===== config.mk =====
export PLATFORM = sky130hd
export DESIGN_NAME = sfmr_read_seq
export DESIGN_NICKNAME = d
export VERILOG_FILES = /design/src/hw/sfmr_pkg.sv /design/src/hw/sfmr_sync.sv /design/src/hw/sfmr_read_seq.sv
export VERILOG_INCLUDE_DIRS = /design/src /design/src/hw
export SDC_FILE = /design/constraint.sdc
export NUM_CORES = 1
export LEC_CHECK = 0
export BUFFER_PORTS_ARGS = -buffer_cell sky130_fd_sc_hd__buf_2
export CAP_MARGIN = 10
export CORE_ASPECT_RATIO = 1.5
export CORE_UTILIZATION = 57
export CTS_CLUSTER_SIZE = 24
export DETAILED_ROUTE_END_ITERATION = 10
export HOLD_SLACK_MARGIN = 0.08
export PLACE_DENSITY = 0.81
export SYNTH_ARGS = -nofsm -noshare
export SYNTH_HDL_FRONTEND = slang
export SYNTH_SLANG_ARGS = --single-unit

===== constraint.sdc =====
create_clock -name pclk -period 3.4 [get_ports pclk]
set_clock_uncertainty 0.1 [all_clocks]
set_input_delay 0 -clock pclk [delete_from_list [all_inputs] [get_ports pclk]]
set_output_delay 0 -clock pclk [all_outputs]
set_load 0.02 [all_outputs]

===== src/hw/sfmr_cfg.svh =====
// Purpose: Offsets, field positions, reset values and counts of the
//          multi-lane read sequencer.
// Assumes: Included by bare name; definitions only.
// Notes:   Register offsets are byte addresses on a 32-bit APB.
`ifndef SFMR_CFG_SVH
`define SFMR_CFG_SVH

// Register byte offsets
`define SFMR_OFF_CTRL    12'h000
`define SFMR_OFF_DUMMY   12'h004
`define SFMR_OFF_STATUS  12'h008
`define SFMR_OFF_ADDR    12'h00c

// Control field width and reset value
`define SFMR_CTRL_W      6
`define SFMR_CTRL_RST    6'h00

// Dummy field positions, four bits each
`define SFMR_DUM_QUAD    0
`define SFMR_DUM_DIO     4
`define SFMR_DUM_OUT     8
`define SFMR_DUM_W       12
`define SFMR_DUM_RST     12'h846

// Opcodes
`define SFMR_OP_FAST     8'h0b
`define SFMR_OP_FAST4    8'h0c
`define SFMR_OP_QIO      8'heb
`define SFMR_OP_UID      8'h4b
`define SFMR_OP_INFO     8'h68
`define SFMR_OP_DIO      8'hbb
`define SFMR_OP_DIO4     8'hbc
`define SFMR_OP_DOUT     8'h3b
`define SFMR_OP_DOUT4    8'h3c
`define SFMR_OP_QOUT     8'h6b
`define SFMR_OP_QOUT4    8'h6c

// Phase lengths in serial clocks, and the mode nibble that arms continuous read
`define SFMR_QPI_OP_CLKS 6'd2
`define SFMR_SPI_OP_CLKS 6'd8
`define SFMR_MODE_CLKS   6'd4
`define SFMR_MODE_ARM    4'ha

`endif


===== src/hw/sfmr_pkg.sv =====
// Purpose: Types shared by the multi-lane read sequencer files.
// Assumes: Nothing beyond the tool's SystemVerilog support.
// Notes:   Constants live in sfmr_cfg.svh.
package sfmr_pkg;

  // Sequencer phases
  typedef enum logic [2:0] {
    SQ_OPCODE,
    SQ_ADDR,
    SQ_MODE,
    SQ_DUMMY,
    SQ_DATA,
    SQ_IGNORE
  } sfmr_state_t;

  // Software controls, bit 5 first
  typedef struct packed {
    logic pin_is_reset;
    logic dtr;
    logic qe;
    logic write_in_progress_flag;
    logic extended_addressing_flag;
    logic quad_peripheral_mode;
  } sfmr_ctrl_t;

  // Shape of an accepted read command
  typedef struct packed {
    logic       valid;
    logic       wide;
    logic       has_mode;
    logic [2:0] addr_lanes;
    logic [2:0] out_lanes;
    logic [3:0] dummy;
  } sfmr_prof_t;

  // Link pins after synchronising
  typedef struct packed {
    logic       sck;
    logic       cs_n;
    logic       hold_n;
    logic [3:0] io;
  } sfmr_pins_t;

endpackage


===== src/hw/sfmr_sync.sv =====
// Purpose: Two-flop synchroniser for a group of pin inputs.
// Assumes: Inputs are asynchronous to pclk.
// Notes:   Only the second stage leaves the module.
module sfmr_sync #(
  parameter int W = 7
) (
  input  wire logic         pclk,
  input  wire logic         presetn,
  input  wire logic [W-1:0] d,
  output logic      [W-1:0] q
);

  logic [W-1:0] meta;

  initial begin
    if (W < 1) $error("sfmr_sync: width must be positive");
  end

  // Two stages, first read only by the second
  always_ff @(posedge pclk or negedge presetn) begin
    if (!presetn) begin
      meta <= '0;
      q    <= '0;
    end else begin
      meta <= d;
      q    <= meta;
    end
  end

endmodule


===== src/hw/sfmr_read_seq.sv =====
// Purpose: Device-side sequencer for multi-lane read commands of a
//          serial NOR flash, with pause support and APB controls.
// Assumes: mem_data shows the byte at mem_addr one pclk after it moves.
// Notes:   Link pins are sampled by pclk; sck must stay slow enough.
// Functional notes
// QUAD_PERIPHERAL_MODE 0Bh takes 3 or 4 address bytes by flag; 0Ch always 4.
// QUAD_PERIPHERAL_MODE fast read: all lanes, opcode 2, address 6/8, dummy 6 clocks.
// QUAD_PERIPHERAL_MODE read data leaves on four lanes at falling sck edges.
// Address starts anywhere, steps per byte, wraps to zero.
// Chip select high ends the read, stops output, drops state.
// Read commands are ignored while write in progress is set.
// QUAD_PERIPHERAL_MODE EBh, 4Bh, 68h reuse fast read; 4Bh and 68h 3-byte only.
// Pause low with sck low freezes; high with sck low resumes.
// While paused outputs float and inputs are ignored.
// No pause in DTR, with quad enable, or pin used as reset.
// BBh takes 3 or 4 address bytes by flag; BCh always 4.
// Two-lane address and dummy, io1 first; dummy default 4.
// Two-lane data on falling edges, msb on io1.
// Mode byte upper nibble 1010 arms continuous read, else leaves.
// Leaving continuous read needs full command; mode kept.
// Mode cycles count within dummy; four dummy means data next.
// Host gives enough dummy and floats the don't-care nibble.
// 3Bh/3Ch: single-lane request, dummy 8, data two lanes.
// 6Bh/6Ch: single-lane request, address by flag, four-lane data.
// Host sets quad enable before a four-lane output read.
// Four-lane data msb on io3 down to io0.
// Only address bits up to 25 are decoded.
// Dummy counts come from a software setting with defaults.
`include "sfmr_cfg.svh"

module sfmr_read_seq
  import sfmr_pkg::*;
#(
  parameter int ADDR_W = 26
) (
  input  wire logic              pclk,
  input  wire logic              presetn,
  input  wire logic              psel,
  input  wire logic              penable,
  input  wire logic              pwrite,
  input  wire logic [11:0]       paddr,
  input  wire logic [31:0]       pwdata,
  output logic      [31:0]       prdata,
  output logic                   pready,
  output logic                   pslverr,
  input  wire logic              sck,
  input  wire logic              cs_n,
  input  wire logic              hold_n,
  input  wire logic [3:0]        io_in,
  output logic      [3:0]        io_out,
  output logic      [3:0]        io_oe,
  output logic      [ADDR_W-1:0] mem_addr,
  input  wire logic [7:0]        mem_data
);

  initial begin
    if (ADDR_W < 24 || ADDR_W > 32)
      $error("sfmr_read_seq: ADDR_W must lie in 24..32");
  end

  sfmr_ctrl_t                ctrl;
  logic [`SFMR_DUM_W-1:0]    dcfg;
  sfmr_pins_t                pin;
  logic                      sck_d;
  logic                      paused;
  logic                      cont;
  sfmr_state_t               state;
  sfmr_prof_t                prof;
  logic [5:0]                cnt;
  logic [31:0]               sh;
  logic [3:0]                dtg;
  logic [7:0]                dsh;
  logic [3:0]                left;
  logic                      drv;

  sfmr_state_t               next_state;
  sfmr_prof_t                next_prof;
  logic [5:0]                next_cnt;
  logic [31:0]               next_sh;
  logic [3:0]                next_dtg;
  logic                      next_cont;
  logic [ADDR_W-1:0]         next_maddr;
  logic [7:0]                next_dsh;
  logic [3:0]                next_left;
  logic                      next_drv;
  logic [3:0]                next_out;
  logic                      next_paused;

  // Shift lanes into a word, highest lane first
  function automatic logic [31:0] shift_in(input logic [31:0] v,
                                           input logic [3:0]  io,
                                           input logic [2:0]  lanes);
    case (lanes)
      3'd4:    shift_in = {v[27:0], io};
      3'd2:    shift_in = {v[29:0], io[1:0]};
      default: shift_in = {v[30:0], io[0]};
    endcase
  endfunction

  // Command shape for an opcode in the current interface mode
  function automatic sfmr_prof_t decode(input logic [7:0] op,
                                        input sfmr_ctrl_t c,
                                        input logic [11:0] dc);
    sfmr_prof_t p;
    p = '0;
    if (c.quad_peripheral_mode) begin
      p.addr_lanes = 3'd4;
      p.out_lanes  = 3'd4;
      p.dummy      = dc[`SFMR_DUM_QUAD +: 4];
      case (op)
        `SFMR_OP_FAST,
        `SFMR_OP_QIO: begin
          p.valid = 1'b1;
          p.wide  = c.extended_addressing_flag;
        end
        `SFMR_OP_FAST4: begin
          p.valid = 1'b1;
          p.wide  = 1'b1;
        end
        `SFMR_OP_UID,
        `SFMR_OP_INFO: p.valid = 1'b1;
        default: p.valid = 1'b0;
      endcase
    end else begin
      case (op)
        `SFMR_OP_DIO, `SFMR_OP_DIO4: begin
          p.valid      = 1'b1;
          p.wide       = (op == `SFMR_OP_DIO4) | c.extended_addressing_flag;
          p.has_mode   = 1'b1;
          p.addr_lanes = 3'd2;
          p.out_lanes  = 3'd2;
          p.dummy      = dc[`SFMR_DUM_DIO +: 4];
        end
        `SFMR_OP_DOUT, `SFMR_OP_DOUT4: begin
          p.valid      = 1'b1;
          p.wide       = (op == `SFMR_OP_DOUT4) | c.extended_addressing_flag;
          p.addr_lanes = 3'd1;
          p.out_lanes  = 3'd2;
          p.dummy      = dc[`SFMR_DUM_OUT +: 4];
        end
        `SFMR_OP_QOUT, `SFMR_OP_QOUT4: begin
          p.valid      = 1'b1;
          p.wide       = (op == `SFMR_OP_QOUT4) | c.extended_addressing_flag;
          p.addr_lanes = 3'd1;
          p.out_lanes  = 3'd4;
          p.dummy      = dc[`SFMR_DUM_OUT +: 4];
        end
        default: p.valid = 1'b0;
      endcase
    end
    return p;
  endfunction

  // Pin synchroniser
  sfmr_sync #(
    .W ($bits(sfmr_pins_t))
  ) u_sync (
    .pclk    (pclk),
    .presetn (presetn),
    .d       ({sck, cs_n, hold_n, io_in}),
    .q       (pin)
  );

  // Link decoding
  wire         selected = ~pin.cs_n;
  wire         hold_ok  = ~ctrl.dtr & ~ctrl.qe & ~ctrl.pin_is_reset;
  wire         rise     = pin.sck & ~sck_d & ~paused;
  wire         fall     = ~pin.sck & sck_d & ~paused;
  wire [5:0]   cnt_inc  = cnt + 6'd1;
  wire [2:0]   in_lanes = (state == SQ_OPCODE) ?
                          (ctrl.quad_peripheral_mode ? 3'd4 : 3'd1) : prof.addr_lanes;
  wire [5:0]   op_clks  = ctrl.quad_peripheral_mode ? `SFMR_QPI_OP_CLKS
                                   : `SFMR_SPI_OP_CLKS;
  wire [5:0]   addr_clks = (prof.addr_lanes == 3'd4) ?
                             (prof.wide ? 6'd8 : 6'd6) :
                           (prof.addr_lanes == 3'd2) ?
                             (prof.wide ? 6'd16 : 6'd12) :
                             (prof.wide ? 6'd32 : 6'd24);
  wire [31:0]  sh_in    = shift_in(sh, pin.io, in_lanes);
  wire [7:0]   op_byte  = sh_in[7:0];
  sfmr_prof_t  dec;
  assign dec = decode(op_byte, ctrl, dcfg);
  // Dummy left after the mode byte, never below zero
  wire [3:0]   dtg_mode = (prof.dummy > 4'd4) ? prof.dummy - 4'd4
                                              : 4'd0;
  wire         mode_arm = sh_in[7:4] == `SFMR_MODE_ARM;
  wire [7:0]   byte_now = (left == 4'd0) ? mem_data : dsh;
  wire [3:0]   byte_left = (left == 4'd0) ? 4'd8 : left;
  wire [3:0]   oe_mask  = (prof.out_lanes == 3'd4) ? 4'hf : 4'h3;
  wire         drive    = selected & (state == SQ_DATA) & next_drv &
                          ~next_paused;

  // Pause tracking, follows the pin while sck is low; deselect or a disabled pause clears it at once
  always_comb begin
    if (!selected || !hold_ok) begin
      next_paused = 1'b0;
    end else if (!pin.sck) begin
      next_paused = ~pin.hold_n;
    end else begin
      next_paused = paused;
    end
  end

  // Sequencer next state
  always_comb begin
    next_state = state;
    next_prof  = prof;
    next_cnt   = cnt;
    next_sh    = sh;
    next_dtg   = dtg;
    next_cont  = cont;
    next_maddr = mem_addr;
    next_dsh   = dsh;
    next_left  = left;
    next_drv   = drv;
    next_out   = io_out;
    if (!selected) begin
      // Deselect drops the command; continuous read skips the opcode
      next_cnt  = 6'd0;
      next_sh   = 32'h0;
      next_left = 4'd0;
      next_drv  = 1'b0;
      if (cont) begin
        next_state = ctrl.write_in_progress_flag ? SQ_IGNORE : SQ_ADDR;
      end else begin
        next_state = SQ_OPCODE;
      end
    end else if (rise) begin
      next_sh  = sh_in;
      next_cnt = cnt_inc;
      case (state)
        SQ_OPCODE: begin
          if (cnt_inc == op_clks) begin
            next_cnt  = 6'd0;
            next_sh   = 32'h0;
            next_prof = dec;
            next_state = (!dec.valid || ctrl.write_in_progress_flag) ? SQ_IGNORE
                                                  : SQ_ADDR;
          end
        end
        SQ_ADDR: begin
          if (cnt_inc == addr_clks) begin
            next_cnt   = 6'd0;
            next_sh    = 32'h0;
            next_maddr = sh_in[ADDR_W-1:0];
            next_dtg   = prof.dummy;
            if (prof.has_mode) begin
              next_state = SQ_MODE;
            end else if (prof.dummy == 4'd0) begin
              next_state = SQ_DATA;
            end else begin
              next_state = SQ_DUMMY;
            end
          end
        end
        SQ_MODE: begin
          if (cnt_inc == `SFMR_MODE_CLKS) begin
            next_cnt   = 6'd0;
            next_cont  = mode_arm;
            next_dtg   = dtg_mode;
            next_state = (dtg_mode == 4'd0) ? SQ_DATA : SQ_DUMMY;
          end
        end
        SQ_DUMMY: begin
          if (cnt_inc == {2'b00, dtg}) begin
            next_cnt   = 6'd0;
            next_state = SQ_DATA;
          end
        end
        default: next_cnt = cnt;
      endcase
    end else if (fall && state == SQ_DATA) begin
      // Next lane group out, fetch and step on byte boundary
      next_drv = 1'b1;
      if (prof.out_lanes == 3'd4) begin
        next_out  = byte_now[7:4];
        next_dsh  = {byte_now[3:0], 4'h0};
        next_left = byte_left - 4'd4;
      end else begin
        next_out  = {2'b00, byte_now[7:6]};
        next_dsh  = {byte_now[5:0], 2'b00};
        next_left = byte_left - 4'd2;
      end
      if (left == 4'd0) begin
        next_maddr = mem_addr + 1'b1;
      end
    end
  end

  // Link-side registers
  always_ff @(posedge pclk or negedge presetn) begin
    if (!presetn) begin
      sck_d  <= 1'b0;
      paused <= 1'b0;
      state  <= SQ_OPCODE;
      prof   <= '0;
      cnt    <= 6'd0;
      sh     <= 32'h0;
      dtg    <= 4'd0;
    end else begin
      sck_d  <= pin.sck;
      paused <= next_paused;
      state  <= next_state;
      prof   <= next_prof;
      cnt    <= next_cnt;
      sh     <= next_sh;
      dtg    <= next_dtg;
    end
  end

  // Data path and pin drivers
  always_ff @(posedge pclk or negedge presetn) begin
    if (!presetn) begin
      cont     <= 1'b0;
      mem_addr <= '0;
      dsh      <= 8'h00;
      left     <= 4'd0;
      drv      <= 1'b0;
      io_out   <= 4'h0;
      io_oe    <= 4'h0;
    end else begin
      cont     <= next_cont;
      mem_addr <= next_maddr;
      dsh      <= next_dsh;
      left     <= next_left;
      drv      <= next_drv;
      io_out   <= next_out;
      io_oe    <= drive ? oe_mask : 4'h0;
    end
  end

  // APB decode
  wire        setup    = psel & ~penable & ~pready;
  wire        wr_ok    = psel & penable & pready & pwrite & ~pslverr;
  wire        hit_ctrl = paddr == `SFMR_OFF_CTRL;
  wire        hit_dum  = paddr == `SFMR_OFF_DUMMY;
  wire        hit_stat = paddr == `SFMR_OFF_STATUS;
  wire        hit_addr = paddr == `SFMR_OFF_ADDR;
  wire        mapped   = hit_ctrl | hit_dum | hit_stat | hit_addr;
  wire [31:0] stat_word = {26'h0, selected, paused, cont, state};
  wire [31:0] rd_word  =
    hit_ctrl ? {26'h0, ctrl} :
    hit_dum  ? {20'h0, dcfg} :
    hit_stat ? stat_word :
    hit_addr ? {{(32-ADDR_W){1'b0}}, mem_addr} : 32'h0;

  // APB answer, one wait-free access phase
  always_ff @(posedge pclk or negedge presetn) begin
    if (!presetn) begin
      pready  <= 1'b0;
      pslverr <= 1'b0;
      prdata  <= 32'h0;
    end else begin
      pready  <= setup;
      pslverr <= setup & ~mapped;
      prdata  <= setup ? rd_word : 32'h0;
    end
  end

  // Software controls and dummy settings
  always_ff @(posedge pclk or negedge presetn) begin
    if (!presetn) begin
      ctrl <= `SFMR_CTRL_RST;
      dcfg <= `SFMR_DUM_RST;
    end else if (wr_ok && hit_ctrl) begin
      ctrl <= pwdata[`SFMR_CTRL_W-1:0];
    end else if (wr_ok && hit_dum) begin
      dcfg <= pwdata[`SFMR_DUM_W-1:0];
    end
  end

endmodule


==> run summary, run 1 <==
Post-synth ARST share: 100%
CP top delay family: compound AO/OA/AOI/OAI gates
min cycle time layout: 3.21 ns
CTS tree: built
Synth area leaders: dfrtp_1 (47%), nand2_1 (5.0%), o21ai_0 (3.6%)
final number of hold-violating endpoints: 0
Total GRT Usage: 33.5%
leakage: 4.50 nW
Nets: 1028
grt met1 use: 36.3%
DR vias: 7230
first-pass GRT wire length: 37.6 mm
sequential fraction of the synthesis area: 47.9%
Critical Path RT: 3.59 ns
critical path arrival: 3.40 ns
CP peak stage delay: 0.49 ns
most frequent cells in the layout: dfrtp_1 (149), nand2_1 (107), buf_2 (104)
first-pass iteration count of the detailed router: 7
critical-path cell list: or3b_1, inv_1, ha_1, xor3_1, nor2_1, nand3_1, a2111oi_4, buf_4, a22oi_1, buf_4, o21ai_0, o21ai_0
GRT Residual Overflow: 0
Fin Hold WS: 0.104 ns
critical path class: register to register
latest clock arrival within the worst-skew pair: 0.43 ns
postcts setup bufs: 0
total CTS buffers: 17
initial antenna violation count: 0
max-cap check violation count: 0
vias in the first global route: 7376
commonest non-fill, non-tap cell in the layout: dfrtp_1
Place WS: 0.225 ns
RSZ-0062 raised after global routing: true
Final setup viols: 0
synth warn: 0
Primary FF master, synth: dfrtp_1
post-DR wirelength/cell: 20.4 µm
period utilization: 94.5%
Post-Syn Area: 8000 µm²
io pins: 132
pin count of the biggest net entering global routing: 98
die height: 147 µm
Cells after Synth: 815
area grow syn2layout: 21.9%
Longest Clk Path Bufs: 2
P per Cell Area: 481 nW/µm²
initial cell density of the core: 58.9%
clk slew on worst S/H paths: 0.07 ns
post-synth top area cell: dfrtp_1
DR vias/cell: 6.38
Setup crit start kind: register
GR Layer Usage met2: 58.5%
Worst setup EP type: register
core area: 13600 µm²
GRT busiest layer: met2
Port Buffers: 105
placed inst area: 8770 µm²
CTS sink cnt: 153
n_diodes: 0
antenna-violating nets left: 0
total power: 4.69 mW
worst-margin pin slew: 1.07 ns
Yosys top cell area share: 46.6%
Total Wirelength: 23.1 mm
Max Freq: 311 MHz
syn avg cell area: 9.82 µm²
Yosys cell types: 75
DIE AREA: 14500 µm²
CTS root buffer: clkbuf_16
Bufs and invs on worst path: 3
FP Rows: 52
initial DRC count: 706
post-DP HPWL: 15.1 mm
Horiz. Die Dim: 98.7 µm
fin worst setup slack: 0.186 ns
Synth Register Bits: 153
layout cells sized above 1: 23.0%
post-route cell area: 9760 µm²
final slew viol count: 0
slowest stage cell, crit path: or3b_1
worst-path fanout max: 22
CTS H-Tree Depth: 4
GPL Wtd Cong: 0.885
Slew headroom: 28.6%
status: finished clean
met3 Use GR: 7.18%
Post-Layout Cell Count: 1133
number of synthesized flops with an enable pin: 0
Min-Delay Path Class: input pin to register
DRC viols: 0
maximum vdd drop: 366 µV
Cells after DPL: 1066
## path summary, 6_finish.rpt
kind                       cells past startpoint      startpoint        endpoint  slack [ns]
max                                           12         prof[7]    mem_addr[14]        0.19
min                                            2             sck  u_sync.meta[6]        0.10
max reg2reg                                   12         prof[7]    mem_addr[14]        0.19
min reg2reg                                    0  u_sync.meta[4]     u_sync.q[4]        0.25
max in group asynchronous                      3         presetn     u_sync.q[2]        2.21
min in group asynchronous                      2         presetn          dsh[4]        0.11
## layer usage
layer / wire length, µm / part of all wire (%) / vias to the layer above
met5: 0 / 0 / -
met4: 1640 / 7.1 / 0
met3: 1590 / 6.9 / 134
met2: 11900 / 52 / 410
met1: 7910 / 34 / 3436
li1: - / - / 3250
## where the power goes
group          total (mW)  switching, mW  internal, mW
Combinational       0.590          0.367         0.223
Clock                2.04          0.846          1.19
Sequential           2.07          0.136          1.93
## synthesized netlist by cell type (7+ instances only)
cell and number:
dfrtp_1 149, nand2_1 107, o21ai_0 58, a21oi_1 53, nor2_1 51, clkbuf_1 39, nand3_1 25, inv_1 23
mux2i_1 22, mux2_2 20, and2_1 19, a222oi_1 16, a22o_1 16, nor3_1 14, nand4_1 11, nor2b_1 11
a22oi_1 9, buf_4 9, nand2b_1 8, nor4_1 8, a31oi_1 7, and3_1 7, o22ai_1 7
## state kept, by name (all words and copies together), names as in the netlist
name / cells
sck_d: 1
left: 3
dcfg: 12
paused: 1
io_oe: 2
pslverr: 1
state: 3
prof: 10
pready: 1
dtg: 4
cont: 1
ctrl: 6
dsh: 6
prdata: 26
u_sync.meta: 7
sh: 25
io_out: 4
u_sync.q: 7
drv: 1
mem_addr: 26
cnt: 6
## cell families after synthesis
family / synth area share [%]
DFF: 47.9
adders and majority gates: 0.938
buffers and inverters: 4.28
xor gates and xnor gates: 2.27
and+or+nand+nor: 17.8
AOI/OAI and AO/OA: 19.5
other: 0.0469
muxes: 7.25
## what timing repair did
item | CTS | global route
hold buffers | 35 | 0
setup endpoints to repair | 0 | 14
gates resized for setup | 0 | 2
hold endpoints to repair | 146 | 0
## layout make-up
class,instances,area (µm²)
multi-input cells,588,3860
fillers,978,3840
flip-flops and latches,153,3830
repair buffers,175,1140
clock buffers,18,429
clock inverters,14,203
well taps,162,203
inverters,23,86.3
## through the flow
step	setup TNS, ns	utilization, %
after CTS	0	71.7
after detailed placement	0	64.5
after global placement	0	64.5
after floorplan	0	-
final	0	71.7
after global routing	-0.0130	71.7
Power figures use the tool's default switching activity.
==> run 2, diff against run 1 <==
CORE_UTILIZATION = 51   (was 57)
PLACE_DENSITY = 0.76   (was 0.81)
clock period = 2.7 ns   (was 3.4 ns; I/O delays follow)
==> run 2 against run 1 <==
The run now ends with negative setup slack left; setup slack worse by 0.45 ns; combinational power rose by 56%; register-to-register slack got worse by 0.45 ns; clock-buffer cell count did not move; first-iteration DRC count grew 4.5%; clock power up 26%; critical path type unchanged; fmax grew 8.6%; sequential power up 25%.
==> run summary, run 2 (synthesis results as in run 1) <==
status: finished, violations left (was finished clean)
violated checks: negative setup slack
RSZ-0062 raised after global routing: true (unchanged)
period utilization: 110% (was 94.5%)
critical-path cell list: or3_4, buf_6, a31oi_4, buf_6, mux2_4, or3_4, buf_12, a2111oi_4, buf_4, nand2_1, a31oi_1 (was or3b_1, inv_1, ha_1, xor3_1, nor2_1, nand3_1, a2111oi_4, buf_4, a22oi_1, buf_4, o21ai_0, o21ai_0)
DR vias: 7876 (was 7230)
GPL Wtd Cong: 0.921 (was 0.885)
critical path arrival: 3.20 ns (was 3.40 ns)
Slew headroom: 48.8% (was 28.6%)
area grow syn2layout: 38.6% (was 21.9%)
Horiz. Die Dim: 104 µm (was 98.7 µm)
DRC viols: 0 (unchanged)
Min-Delay Endpoint: u_sync.meta[1] (was u_sync.meta[6])
Critical Path RT: 2.94 ns (was 3.59 ns)
Min-Delay Path Class: input pin to register (unchanged)
worst-path fanout max: 5 (was 22)
DR vias/cell: 6.24 (was 6.38)
Hold Crit Start: io_in[1] (was sck)
first-pass GRT wire length: 41.1 mm (was 37.6 mm)
placed inst area: 9360 µm² (was 8770 µm²)
CTS root buffer: clkbuf_16 (unchanged)
total CTS buffers: 17 (unchanged)
clk slew on worst S/H paths: 0.07 ns (about the same)
commonest non-fill, non-tap cell in the layout: dfrtp_1 (unchanged)
GRT Residual Overflow: 0 (unchanged)
die height: 155 µm (was 147 µm)
most frequent cells in the layout: dfrtp_1 (148), buf_2 (105), nand2_1 (103) (was dfrtp_1 (149), nand2_1 (107), buf_2 (104))
initial cell density of the core: 52.6% (was 58.9%)
GRT busiest layer: met2 (unchanged)
reg2reg setup slack: -0.26 ns (was 0.19 ns)
fin worst setup slack: -0.259 ns (was 0.186 ns)
post-route cell area: 11100 µm² (was 9760 µm²)
layout cells sized above 1: 36.1% (was 23.0%)
met3 Use GR: 5.95% (was 7.18%)
pin count of the biggest net entering global routing: 70 (was 98)
Post-Layout Cell Count: 1262 (was 1133)
max-cap check violation count: 0 (unchanged)
CTS sink cnt: 153 (unchanged)
CP peak stage delay: 0.41 ns (was 0.49 ns)
P per Cell Area: 550 nW/µm² (was 481 nW/µm²)
post-DP HPWL: 16.5 mm (was 15.1 mm)
latest clock arrival within the worst-skew pair: 0.43 ns (about the same)
CP top delay family: simple AND/OR/NAND/NOR gates (was compound AO/OA/AOI/OAI gates)
DIE AREA: 16200 µm² (was 14500 µm²)
worst-margin pin slew: 0.768 ns (was 1.07 ns)
Hold Path Depth: 2 (unchanged)
Cells after DPL: 1164 (was 1066)
Total GRT Usage: 32.7% (was 33.5%)
FP Rows: 55 (was 52)
core area: 15200 µm² (was 13600 µm²)
biggest regs: mem_addr x26, prdata x26, sh x25 (unchanged)
Max Freq: 338 MHz (was 311 MHz)
initial antenna violation count: 1 (was 0)
GR Layer Usage met2: 59.4% (was 58.5%)
initial DRC count: 738 (was 706)
Port Buffers: 105 (unchanged)
Worst setup EP type: register (unchanged)
Bufs and invs on worst path: 4 (was 3)
Longest Clk Path Bufs: 2 (unchanged)
maximum vdd drop: 482 µV (was 366 µV)
slowest stage cell, crit path: or3_4 (was or3b_1)
critical path class: register to register (unchanged)
io pins: 132 (unchanged)
Setup crit start kind: register (unchanged)
final number of hold-violating endpoints: 0 (unchanged)
CTS H-Tree Depth: 4 (unchanged)
first-pass iteration count of the detailed router: 5 (was 7)
Nets: 1119 (was 1028)
leakage: 5.08 nW (was 4.50 nW)
Final setup viols: 72 (was 0)
post-DR wirelength/cell: 20.9 µm (was 20.4 µm)
r2r endpoint: prof[1] (was mem_addr[14])
R2R depth: 11 (was 12)
final slew viol count: 0 (unchanged)
Total Wirelength: 26.4 mm (was 23.1 mm)
min cycle time layout: 2.96 ns (was 3.21 ns)
vias in the first global route: 8088 (was 7376)
antenna-violating nets left: 0 (unchanged)
grt met1 use: 33.9% (was 36.3%)
Crit Reg-Reg Startpoint: state[0] (was prof[7])
CTS tree: built (unchanged)
run 2: cell count changes in the layout (fill, tap and decap cells not counted), moves of 3 or more:
cell | previous run | this run
o21ai_1 | 2 | 12
a21oi_2 | 0 | 24
o21ai_2 | 0 | 17
buf_6 | 1 | 20
nand2_1 | 107 | 103
buf_12 | 0 | 5
a21oi_1 | 53 | 26
dlygate4sd3_1 | 35 | 40
a21oi_4 | 0 | 3
o21ai_0 | 58 | 30
buf_4 | 35 | 93
run 2: layer usage:
metal / routed length (µm) / vias to the layer above
li1: - / 3440
met1: 9200 / 3853
met2: 13800 / 442
met3: 1660 / 141
met4: 1720 / 0
met5: 0 / -
run 2: timing repair:
item                                    CTS  global route
hold buffers                             40             0
buffers inserted                         10             9
endpoints found under the setup margin   72            95
endpoints found under the hold margin   203             0
gates resized for setup                  38           107
pin swaps                                27            26
gates cloned                              6             2
run 2: how the worst max path moves through the flow:
stage	from	to	slack [ns]	cells past startpoint
detailed placement	prof[9]	mem_addr[2]	-0.28	11
finish	state[0]	prof[1]	-0.26	11
CTS	state[0]	prof[11]	-0.25	9
floorplan	prof[10]	sh[3]	-0.27	12
global route	prof[10]	mem_addr[3]	-0.36	13
global placement	prof[9]	state[1]	-0.22	11
run 2: stage by stage:
| stage | setup slack (ns) | hold slack (ns) | setup TNS, ns | total power, mW | util [%] |
|---|---|---|---|---|---|
| after floorplan | -0.267 | -0.396 | -7.97 | 3.02 | - |
| after global placement | -0.219 | -0.0424 | -9.57 | 3.37 | 61.5 |
| after detailed placement | -0.284 | -0.0397 | -15.31 | 3.38 | 61.5 |
| after CTS | -0.250 | 0.104 | -10.44 | 5.99 | 70.2 |
| after global routing | -0.359 | 0.116 | -20.42 | 6.28 | 72.9 |
| final | -0.259 | 0.117 | -12.22 | 6.10 | 72.9 |
run 2: worst reg2reg max path: cells and delay by family (launching register included):
| family | cells | cell delay, ns |
|---|---|---|
| simple gates | 3 | 0.84 |
| buf+inv | 4 | 0.62 |
| mux | 1 | 0.30 |
| compound gates | 3 | 0.62 |
| flops | 1 | 0.40 |
run 2: area by class of cell:
cell class                 count  area [µm²]
antenna                        1        2.50
clock buffer                  18         429
clock inverter                14         200
fill                         992        4120
inverter                      23        88.8
multi-input combinational    588        4270
sequential                   153        3830
tap                          199         249
timing repair buffer         266        2020
run 2: power breakdown:
part           internal (mW)  total, mW  switching (mW)  leakage (nW)
clock network           1.50       2.58            1.08         0.307
registers               2.43       2.59           0.163          2.04
logic                  0.370      0.923           0.553          2.74
total                   4.30       6.10            1.79          5.08
